[src/core/ccb_consts.vh]
`ifndef CCB_CONSTS_VH
`define CCB_CONSTS_VH
// data-side operation codes, and the code used for instruction fetch
`define CCB_OP_LOAD 3'h0
`define CCB_OP_LOADM 3'h1
`define CCB_OP_STOREM 3'h2
`define CCB_OP_SWAP 3'h3
`define CCB_OP_EVICT 3'h4
`define CCB_OP_FETCH 3'h5
// transfer type codes
`define CCB_TRAN_ADDR 2'h0
`define CCB_TRAN_NSEQ 2'h2
`define CCB_TRAN_SEQ 2'h3
// burst indication codes
`define CCB_BURST_NONE 2'h0
`define CCB_BURST_FOUR 2'h2
// protection bit: opcode fetch or data
`define CCB_PROT_FETCH 1'h0
`define CCB_PROT_DATA 1'h1
// line geometry
`define CCB_LINE_WORDS 5'h04
`define CCB_MAX_WORDS 5'h10
// register byte offsets
`define CCB_REG_CTRL 4'h0
`define CCB_REG_STATUS 4'h4
`define CCB_REG_ABORT_ADDR 4'h8
// field positions
`define CCB_CTRL_TEST 0
`define CCB_CTRL_ABORT_EN 1
`define CCB_STAT_BUSY 0
`define CCB_STAT_ABORT 1
`define CCB_STAT_TEST 2
// reset values
`define CCB_CTRL_RESET 2'h2
`endif

[src/core/ccb_word_mem.v]
`timescale 1ns/1ps
// small word store, registered read data
module ccb_word_mem #(
   parameter DW = 32,
   parameter AW = 4
) (
   // clock
   input wire sys_clk,
   // write port
   input wire wr_en,
   input wire [AW-1:0] wr_addr,
   input wire [DW-1:0] wr_data,
   // read port
   input wire [AW-1:0] rd_addr,
   output reg [DW-1:0] rd_data_r
);
   reg [DW-1:0] mem [0:(1<<AW)-1];

   always @(posedge sys_clk)
   begin
      if (wr_en)
      begin
         mem[wr_addr] <= wr_data;
      end
      rd_data_r <= mem[rd_addr];
   end
endmodule

[src/core/ccb_bus_master.v]
// The address map and the Avalon-MM register port are this design's own decisions.
`timescale 1ns/1ps
`include "ccb_consts.vh"
module ccb_bus_master (
   // clock and reset
   input wire sys_clk,
   input wire rst,
   // avalon register slave
   input wire [3:0] av_address,
   input wire av_read,
   input wire av_write,
   input wire [31:0] av_writedata,
   output reg [31:0] av_readdata_r,
   output reg av_waitrequest_r,
   // data-side request from core and caches
   input wire d_req,
   input wire [2:0] d_op,
   input wire [31:0] d_addr,
   input wire [4:0] d_count,
   input wire d_cached,
   input wire d_bufferable,
   input wire d_writeback,
   input wire d_dirty,
   input wire wbuf_empty,
   input wire wd_we,
   input wire [3:0] wd_idx,
   input wire [31:0] wd_data,
   output reg d_done_r,
   // instruction-side request
   input wire i_req,
   input wire [31:0] i_addr,
   output reg i_done_r,
   // words returned to core and cache
   input wire core_seq,
   output reg core_valid_r,
   output reg [31:0] core_data_r,
   output reg fill_we_r,
   output reg [1:0] fill_idx_r,
   output reg [31:0] fill_data_r,
   output reg abort_r,
   // system bus master side
   output reg bus_req_r,
   input wire bus_gnt,
   output reg [1:0] btran_r,
   output reg [31:0] baddr_r,
   output reg bwrite_r,
   output reg [31:0] bwdata_r,
   output reg [1:0] burst_r,
   output reg blok_r,
   output reg bprot_r,
   input wire [31:0] brdata,
   input wire bdone,
   input wire berror,
   // system bus slave side
   input wire dsel,
   input wire bwrite_in,
   output reg sl_done_r,
   output reg [31:0] sl_rdata_r
);
   localparam [3:0] S_IDLE = 4'h1;
   localparam [3:0] S_PREP = 4'h2;
   localparam [3:0] S_ARB = 4'h4;
   localparam [3:0] S_XFER = 4'h8;

   reg [3:0] state_r;
   reg [2:0] op_r;
   reg [31:0] addr_r;
   reg [4:0] left_r;
   reg [3:0] idx_r;
   reg is_wr_r;
   reg burst4_r;
   reg first_r;
   reg lfill_r;
   reg bufd_r;
   reg lock_r;
   reg swap_r;
   reg fetch_r;
   reg [1:0] want_r;
   reg got_want_r;
   reg stream_r;
   reg test_r;
   reg abort_en_r;
   reg abort_seen_r;
   reg [31:0] abort_addr_r;

   wire [31:0] mem_rdata;
   wire [31:0] addr_inc;
   wire last_word;
   wire av_take;
   wire ignore_err;
   wire at_want;
   wire [31:0] status_word;

   assign addr_inc = addr_r + 32'h0000_0004;
   assign last_word = (left_r == 5'h01);
   assign av_take = (av_read | av_write) & ~av_waitrequest_r;
   assign ignore_err = lfill_r | (is_wr_r & bufd_r);
   assign at_want = (addr_r[3:2] == want_r);
   assign status_word = {24'h0, state_r, 1'b0, test_r, abort_seen_r,
                         ~state_r[0]};

   ccb_word_mem #(
      .DW(32),
      .AW(4)
   ) u_mem (
      .sys_clk(sys_clk),
      .wr_en(wd_we),
      .wr_addr(wd_idx),
      .wr_data(wd_data),
      .rd_addr(idx_r),
      .rd_data_r(mem_rdata)
   );

   // register slave: one wait cycle, then completes
   always @(posedge sys_clk)
   begin
      if (rst)
      begin
         av_waitrequest_r <= 1'b1;
         av_readdata_r <= 32'h0;
         test_r <= 1'b0;
         abort_en_r <= 1'b1;
      end
      else
      begin
         if ((av_read | av_write) & av_waitrequest_r)
         begin
            av_waitrequest_r <= 1'b0;
         end
         else
         begin
            av_waitrequest_r <= 1'b1;
         end
         if (av_read & av_waitrequest_r)
         begin
            case (av_address)
               `CCB_REG_CTRL: av_readdata_r <= {30'h0, abort_en_r, test_r};
               `CCB_REG_STATUS: av_readdata_r <= status_word;
               `CCB_REG_ABORT_ADDR: av_readdata_r <= abort_addr_r;
               default: av_readdata_r <= 32'h0;
            endcase
         end
         if (av_take & av_write & (av_address == `CCB_REG_CTRL))
         begin
            test_r <= av_writedata[`CCB_CTRL_TEST];
            abort_en_r <= av_writedata[`CCB_CTRL_ABORT_EN];
         end
      end
   end

   // slave answer while in test mode
   always @(posedge sys_clk)
   begin
      if (rst)
      begin
         sl_done_r <= 1'b0;
         sl_rdata_r <= 32'h0;
      end
      else
      begin
         sl_done_r <= test_r & dsel & ~sl_done_r;
         if (test_r & dsel & ~bwrite_in)
         begin
            sl_rdata_r <= status_word;
         end
      end
   end

   // transfer engine
   always @(posedge sys_clk)
   begin
      if (rst)
      begin
         state_r <= S_IDLE;
         op_r <= `CCB_OP_LOAD;
         addr_r <= 32'h0;
         left_r <= 5'h0;
         idx_r <= 4'h0;
         is_wr_r <= 1'b0;
         burst4_r <= 1'b0;
         first_r <= 1'b0;
         lfill_r <= 1'b0;
         bufd_r <= 1'b0;
         lock_r <= 1'b0;
         swap_r <= 1'b0;
         fetch_r <= 1'b0;
         want_r <= 2'h0;
         got_want_r <= 1'b0;
         stream_r <= 1'b0;
         d_done_r <= 1'b0;
         i_done_r <= 1'b0;
         core_valid_r <= 1'b0;
         core_data_r <= 32'h0;
         fill_we_r <= 1'b0;
         fill_idx_r <= 2'h0;
         fill_data_r <= 32'h0;
         abort_r <= 1'b0;
         abort_seen_r <= 1'b0;
         abort_addr_r <= 32'h0;
         bus_req_r <= 1'b0;
         btran_r <= `CCB_TRAN_ADDR;
         baddr_r <= 32'h0;
         bwrite_r <= 1'b0;
         bwdata_r <= 32'h0;
         burst_r <= `CCB_BURST_NONE;
         blok_r <= 1'b0;
         bprot_r <= `CCB_PROT_DATA;
      end
      else
      begin
         d_done_r <= 1'b0;
         i_done_r <= 1'b0;
         core_valid_r <= 1'b0;
         fill_we_r <= 1'b0;
         abort_r <= 1'b0;
         if (av_take & av_write & (av_address == `CCB_REG_STATUS) &
             av_writedata[`CCB_STAT_ABORT])
         begin
            abort_seen_r <= 1'b0;
         end
         case (state_r)
            S_IDLE:
            begin
               btran_r <= `CCB_TRAN_ADDR;
               first_r <= 1'b1;
               idx_r <= 4'h0;
               got_want_r <= 1'b0;
               stream_r <= 1'b0;
               swap_r <= 1'b0;
               if (test_r)
               begin
                  bus_req_r <= 1'b0;
               end
               else if (d_req & ~d_done_r &
                        ((d_op != `CCB_OP_SWAP) | wbuf_empty))
               begin
                  // data side served ahead of fetch
                  op_r <= d_op;
                  fetch_r <= 1'b0;
                  bprot_r <= `CCB_PROT_DATA;
                  want_r <= d_addr[3:2];
                  lfill_r <= 1'b0;
                  burst4_r <= 1'b0;
                  lock_r <= 1'b0;
                  bufd_r <= d_bufferable;
                  addr_r <= {d_addr[31:2], 2'h0};
                  left_r <= (d_count > `CCB_MAX_WORDS) ? `CCB_MAX_WORDS :
                            d_count;
                  is_wr_r <= (d_op == `CCB_OP_STOREM);
                  state_r <= S_PREP;
                  bus_req_r <= 1'b1;
                  if (d_cached & ((d_op == `CCB_OP_LOAD) |
                                  (d_op == `CCB_OP_LOADM)))
                  begin
                     lfill_r <= 1'b1;
                     burst4_r <= 1'b1;
                     addr_r <= {d_addr[31:4], 4'h0};
                     left_r <= `CCB_LINE_WORDS;
                  end
                  else if (d_op == `CCB_OP_SWAP)
                  begin
                     left_r <= 5'h01;
                     swap_r <= 1'b1;
                     bufd_r <= 1'b0;
                     lock_r <= ~d_cached;
                  end
                  else if (d_op == `CCB_OP_EVICT)
                  begin
                     addr_r <= {d_addr[31:4], 4'h0};
                     left_r <= `CCB_LINE_WORDS;
                     burst4_r <= 1'b1;
                     is_wr_r <= 1'b1;
                     bufd_r <= 1'b1;
                     if (~(d_writeback & d_dirty))
                     begin
                        // clean or write-through line: drop it
                        state_r <= S_IDLE;
                        bus_req_r <= 1'b0;
                        d_done_r <= 1'b1;
                     end
                  end
               end
               else if (i_req & ~i_done_r)
               begin
                  op_r <= `CCB_OP_FETCH;
                  fetch_r <= 1'b1;
                  bprot_r <= `CCB_PROT_FETCH;
                  want_r <= i_addr[3:2];
                  lfill_r <= 1'b1;
                  burst4_r <= 1'b1;
                  lock_r <= 1'b0;
                  bufd_r <= 1'b0;
                  is_wr_r <= 1'b0;
                  addr_r <= {i_addr[31:4], 4'h0};
                  left_r <= `CCB_LINE_WORDS;
                  state_r <= S_PREP;
                  bus_req_r <= 1'b1;
               end
            end
            S_PREP:
            begin
               btran_r <= `CCB_TRAN_ADDR;
               state_r <= S_ARB;
            end
            S_ARB:
            begin
               if (bus_gnt)
               begin
                  btran_r <= first_r ? `CCB_TRAN_NSEQ :
                             `CCB_TRAN_SEQ;
                  baddr_r <= addr_r;
                  bwrite_r <= is_wr_r;
                  bwdata_r <= mem_rdata;
                  burst_r <= burst4_r ? `CCB_BURST_FOUR :
                             `CCB_BURST_NONE;
                  blok_r <= lock_r;
                  state_r <= S_XFER;
               end
            end
            S_XFER:
            begin
               if (bdone | berror)
               begin
                  btran_r <= `CCB_TRAN_ADDR;
                  if (~is_wr_r & lfill_r)
                  begin
                     fill_we_r <= 1'b1;
                     fill_idx_r <= addr_r[3:2];
                     fill_data_r <= brdata;
                     if (at_want | (got_want_r & stream_r & core_seq))
                     begin
                        core_valid_r <= 1'b1;
                        core_data_r <= brdata;
                        got_want_r <= 1'b1;
                        stream_r <= 1'b1;
                     end
                     else if (got_want_r)
                     begin
                        stream_r <= 1'b0;
                     end
                  end
                  else if (~is_wr_r)
                  begin
                     core_valid_r <= 1'b1;
                     core_data_r <= brdata;
                  end
                  if (berror & ~ignore_err)
                  begin
                     abort_r <= abort_en_r;
                     abort_seen_r <= 1'b1;
                     abort_addr_r <= addr_r;
                     state_r <= S_IDLE;
                     bus_req_r <= 1'b0;
                     blok_r <= 1'b0;
                     d_done_r <= ~fetch_r;
                     i_done_r <= fetch_r;
                  end
                  else if (swap_r & ~is_wr_r)
                  begin
                     // write half of the swap, still locked if the swap is uncached
                     is_wr_r <= 1'b1;
                     first_r <= 1'b1;
                     state_r <= S_PREP;
                  end
                  else if (last_word)
                  begin
                     state_r <= S_IDLE;
                     bus_req_r <= 1'b0;
                     blok_r <= 1'b0;
                     burst_r <= `CCB_BURST_NONE;
                     d_done_r <= ~fetch_r;
                     i_done_r <= fetch_r;
                  end
                  else
                  begin
                     left_r <= left_r - 5'h01;
                     idx_r <= idx_r + 4'h1;
                     addr_r <= addr_inc;
                     // new 4KB region restarts nonsequential
                     first_r <= (addr_inc[11:0] == 12'h000);
                     state_r <= S_PREP;
                  end
               end
            end
            default:
            begin
               state_r <= S_IDLE;
            end
         endcase
         if (bus_req_r & ~bus_gnt & (state_r == S_XFER))
         begin
            // grant lost: re-arbitrate same transfer
            btran_r <= `CCB_TRAN_ADDR;
            state_r <= S_ARB;
         end
      end
   end
endmodule

[config.mk]
export PLATFORM = sky130hd
export DESIGN_NAME = ccb_bus_master
export DESIGN_NICKNAME = d
export VERILOG_FILES = /design/src/core/ccb_word_mem.v /design/src/core/ccb_bus_master.v
export VERILOG_INCLUDE_DIRS = /design/src /design/src/core
export SDC_FILE = /design/constraint.sdc
export NUM_CORES = 1
export LEC_CHECK = 0
export BUFFER_PORTS_ARGS = -buffer_cell sky130_fd_sc_hd__clkbuf_2
export CAP_MARGIN = 20
export CELL_PAD_IN_SITES_DETAIL_PLACEMENT = 0
export CELL_PAD_IN_SITES_GLOBAL_PLACEMENT = 2
export CORE_UTILIZATION = 40
export DETAILED_ROUTE_END_ITERATION = 10
export PLACE_DENSITY = 0.9
export SLEW_MARGIN = 5
export SYNTH_ARGS = -nofsm -noshare
export SYNTH_HDL_FRONTEND = slang
export SYNTH_SLANG_ARGS = --single-unit
[constraint.sdc]
create_clock -name sys_clk -period 7.2 [get_ports sys_clk]
set_input_delay 1.44 -clock sys_clk [delete_from_list [all_inputs] [get_ports sys_clk]]
set_output_delay 1.44 -clock sys_clk [all_outputs]
set_load 0.02 [all_outputs]
==> impl_metrics.csv <==
group,metric,value,unit
cells_and_area,fin_nets,2753,
synthesis,synthesis.area,31600,um^2
drt,drt_iter0_markers,1643,
floorplan,die_w,283,um
synthesis,ys_ff_latch,813,
drt,wl_met2,43900,um
timing,hold_viol,0,
drt,highest_layer,"met5",
drt,vias,20444,
timing,rsz0062_at_grt,"false",
flow_run,drv_cap,0,
outcome,status,"finished clean",
synthesis,synth-edff-count,512,
drt,met3_length,5950,um
global_routing,grt.total_usage,21.3,%
global_routing,antenna_found_initial,7,
place,port_buffers,340,
global_routing,grt-ovfl-total,0,
setup_path,crit_type,"in2reg",
drt,wl_met1,34000,um
timing,finalCriticalPeriod,3.50,ns
timing,worst-slew-pin-transition,1.12,ns
synthesis,synth_fa_ha_area_share,0.198,%
synthesis,yosysMostFrequentCell,"edfxtp_1",
cts,post_cts_resized,0,
drt,wl,86000,um
setup_path,slowest_delay,0.71,ns
floorplan,boundaryPins,403,
synthesis,synthFlopType,"edfxtp_1",
synthesis,synthXorXnorAreaFrac,0.194,%
setup_path,crit_chain,"clkbuf_2 > nor2b_1 > a21oi_1 > o21a_1 > buf_4 > nor2_1 > o221ai_1",
synthesis,ys_seq_area_share,67.8,%
drt,drc,0,
setup_path,worst-path-buf-inv,2,
synthesis,synth_top_family_by_area,"multiplexers",
synthesis,synth_compound_area_share,8.02,%
synthesis,synth_top_area_share,48.7,%
cts,cts_buffers,84,
setup_path,required,7.67,ns
power_and_ir_drop,powerDensity,285,nW/um^2
cts,clock-sinks,813,
cts,clk_pin_slew_worst_paths,0.06,ns
timing,period_share,48.6,%
global_routing,grt_pass1_vias,20117,
setup_path,path_delay_family,"simple AND/OR/NAND/NOR gates",
cts,cts_max_path_buffers,3,
setup_path,arrival,3.97,ns
global_routing,grt_pass1_wl,127000,um
setup_path,critPathLaunchType,"input port",
timing,report.final.slew_viol_count,0,
drt,viasPerCell,5.57,
hold_path,hold_class,"reg2reg",
floorplan,rows,102,
cts,cts_tree,"done",
cts,hold_buffers,0,
synthesis,synthTopCellsByArea,"edfxtp_1 (49%), dfxtp_1 (19%), mux4_2 (11%)",
cts,cts-root-buf,"clkbuf_16",
power_and_ir_drop,cellLeakagePower,12.6,nW
drt,ant_nets,0,
setup_path,end_kind,"flop",
cells_and_area,multiInputGateArea,9510,um^2
timing,fin_worst_skew,0.0459,ns
synthesis,yosysWarningCount,0,
power_and_ir_drop,irDropWorstVdd,0.212,mV
timing,slew_headroom,25.6,%
drt,firstDrtPassIters,5,
cells_and_area,syn_to_final_growth,18.2,%
cells_and_area,register_area,21400,um^2
setup_path,slowest_stage,"nor2b_1",
setup_path,crit_fanout,24,
synthesis,async_reset_ff_share,0,%
drt,wl_per_cell,23.4,um
timing,timing.fmax,0.286,GHz
timing,whs,0.427,ns
place,place_congestion,0.833,
floorplan,coreArea,77700,um^2
cells_and_area,fill_cells,6700,
floorplan,die_area,80000,um^2
timing,tns,0,ns
synthesis,netlist_top_cells_count,"edfxtp_1 (512), nand2_1 (376), dfxtp_1 (301)",
synthesis,yosys.area_share.simple,8.77,%
global_routing,grt_max_degree,105,
floorplan,initial_core_util,40.6,%
floorplan,die_h,283,um
synthesis,ys_types,73,
synthesis,synth.avg_cell_area,14.1,um^2
synthesis,netlist_instances,2240,
cts,htreeDepth,3,
synthesis,yosys.area.top_type,"edfxtp_1",
timing,finalSetupViolCount,0,
cts,post_cts_buffers,0,
cells_and_area,drive_gt1_share,28.1,%
cts,insertion_delay,0.66,ns
place,hpwl,50000,um
synthesis,synthMuxAreaShare,12.1,%
-- cell type report --
type                            instances  share of cell area [%]
Antenna cell                            2                  0.0134
Clock buffer                          113                    6.27
Clock inverter                         45                    1.71
Sequential cell                       813                    57.4
Timing Repair Buffer                  385                    5.54
Multi-Input combinational cell       1259                    25.5
Inverter                               11                   0.111
Tap cell                             1040                    3.49
-- state kept, by name, indices dropped and copies added, names as in the netlist, 2 cells and up --
name             cells
idx_r                4
av_readdata_r       32
fill_data_r         32
u_mem.mem          512
sl_rdata_r           7
state_r              4
want_r               2
u_mem.rd_data_r     32
left_r               5
btran_r              2
fill_idx_r           2
bwdata_r            32
baddr_r             30
addr_r              30
abort_addr_r        30
core_data_r         32
-- per-layer routing --
layer,vias up,track usage [%]
met5,-,0
met4,10,6.26
met3,154,3.69
met2,845,36.6
met1,10370,27.4
li1,9065,-
-- cell families after synthesis --
family / count (synthesis)
flops: 813
other cells: 1
fa+ha+maj: 5
simple gates: 624
compound gates: 414
mux: 181
buf+inv: 195
xor+xnor: 7
-- cell usage in the layout (no fill, tap or decap), types with 16 or more instances in the layout --
cell type,instances
conb_1,28
clkbuf_1,16
mux4_2,160
dfxtp_1,298
a22oi_1,33
clkbuf_16,84
nand3_1,27
nor2_1,87
o311ai_0,19
a31oi_1,22
buf_4,44
clkbuf_2,339
o21ai_0,37
nor3_1,22
nand2_1,375
a21oi_1,219
edfxtp_1,512
-- stage by stage --
step	instance area [um^2]	cells	worst slack (ns)	utilization [%]	power, W
final	37300	3668	3.70	48.0	0.0106
after global routing	37300	3667	3.61	48.0	0.0110
after CTS	37300	3665	3.65	48.0	0.0107
after detailed placement	34300	3507	2.99	44.1	0.00613
after global placement	34300	3507	3.05	44.1	0.00610
after floorplan	31700	2267	2.58	-	0.00580
-- worst paths after layout --
check | endpoint | from | slack [ns] | cells after the start
setup / recovery | addr_r[30]$_SDFFE_PP0P_ | d_req | 3.70 | 7
hold reg to reg | sl_done_r$_SDFF_PP0_ | sl_done_r$_SDFF_PP0_ | 0.43 | 1
setup reg to reg | addr_r[30]$_SDFFE_PP0P_ | state_r[0]$_SDFFE_PP1P_ | 3.91 | 6
hold / removal | sl_done_r$_SDFF_PP0_ | sl_done_r$_SDFF_PP0_ | 0.43 | 1
-- report_power, final --
group	leakage (nW)	internal (W)	switching (W)
Combinational	4.05	0.000247	0.000493
Sequential	7.07	0.00510	0.000203
Clock	1.43	0.00268	0.00190
Total	12.6	0.00803	0.00260
No activity file was read; power rests on OpenSTA's default activity.
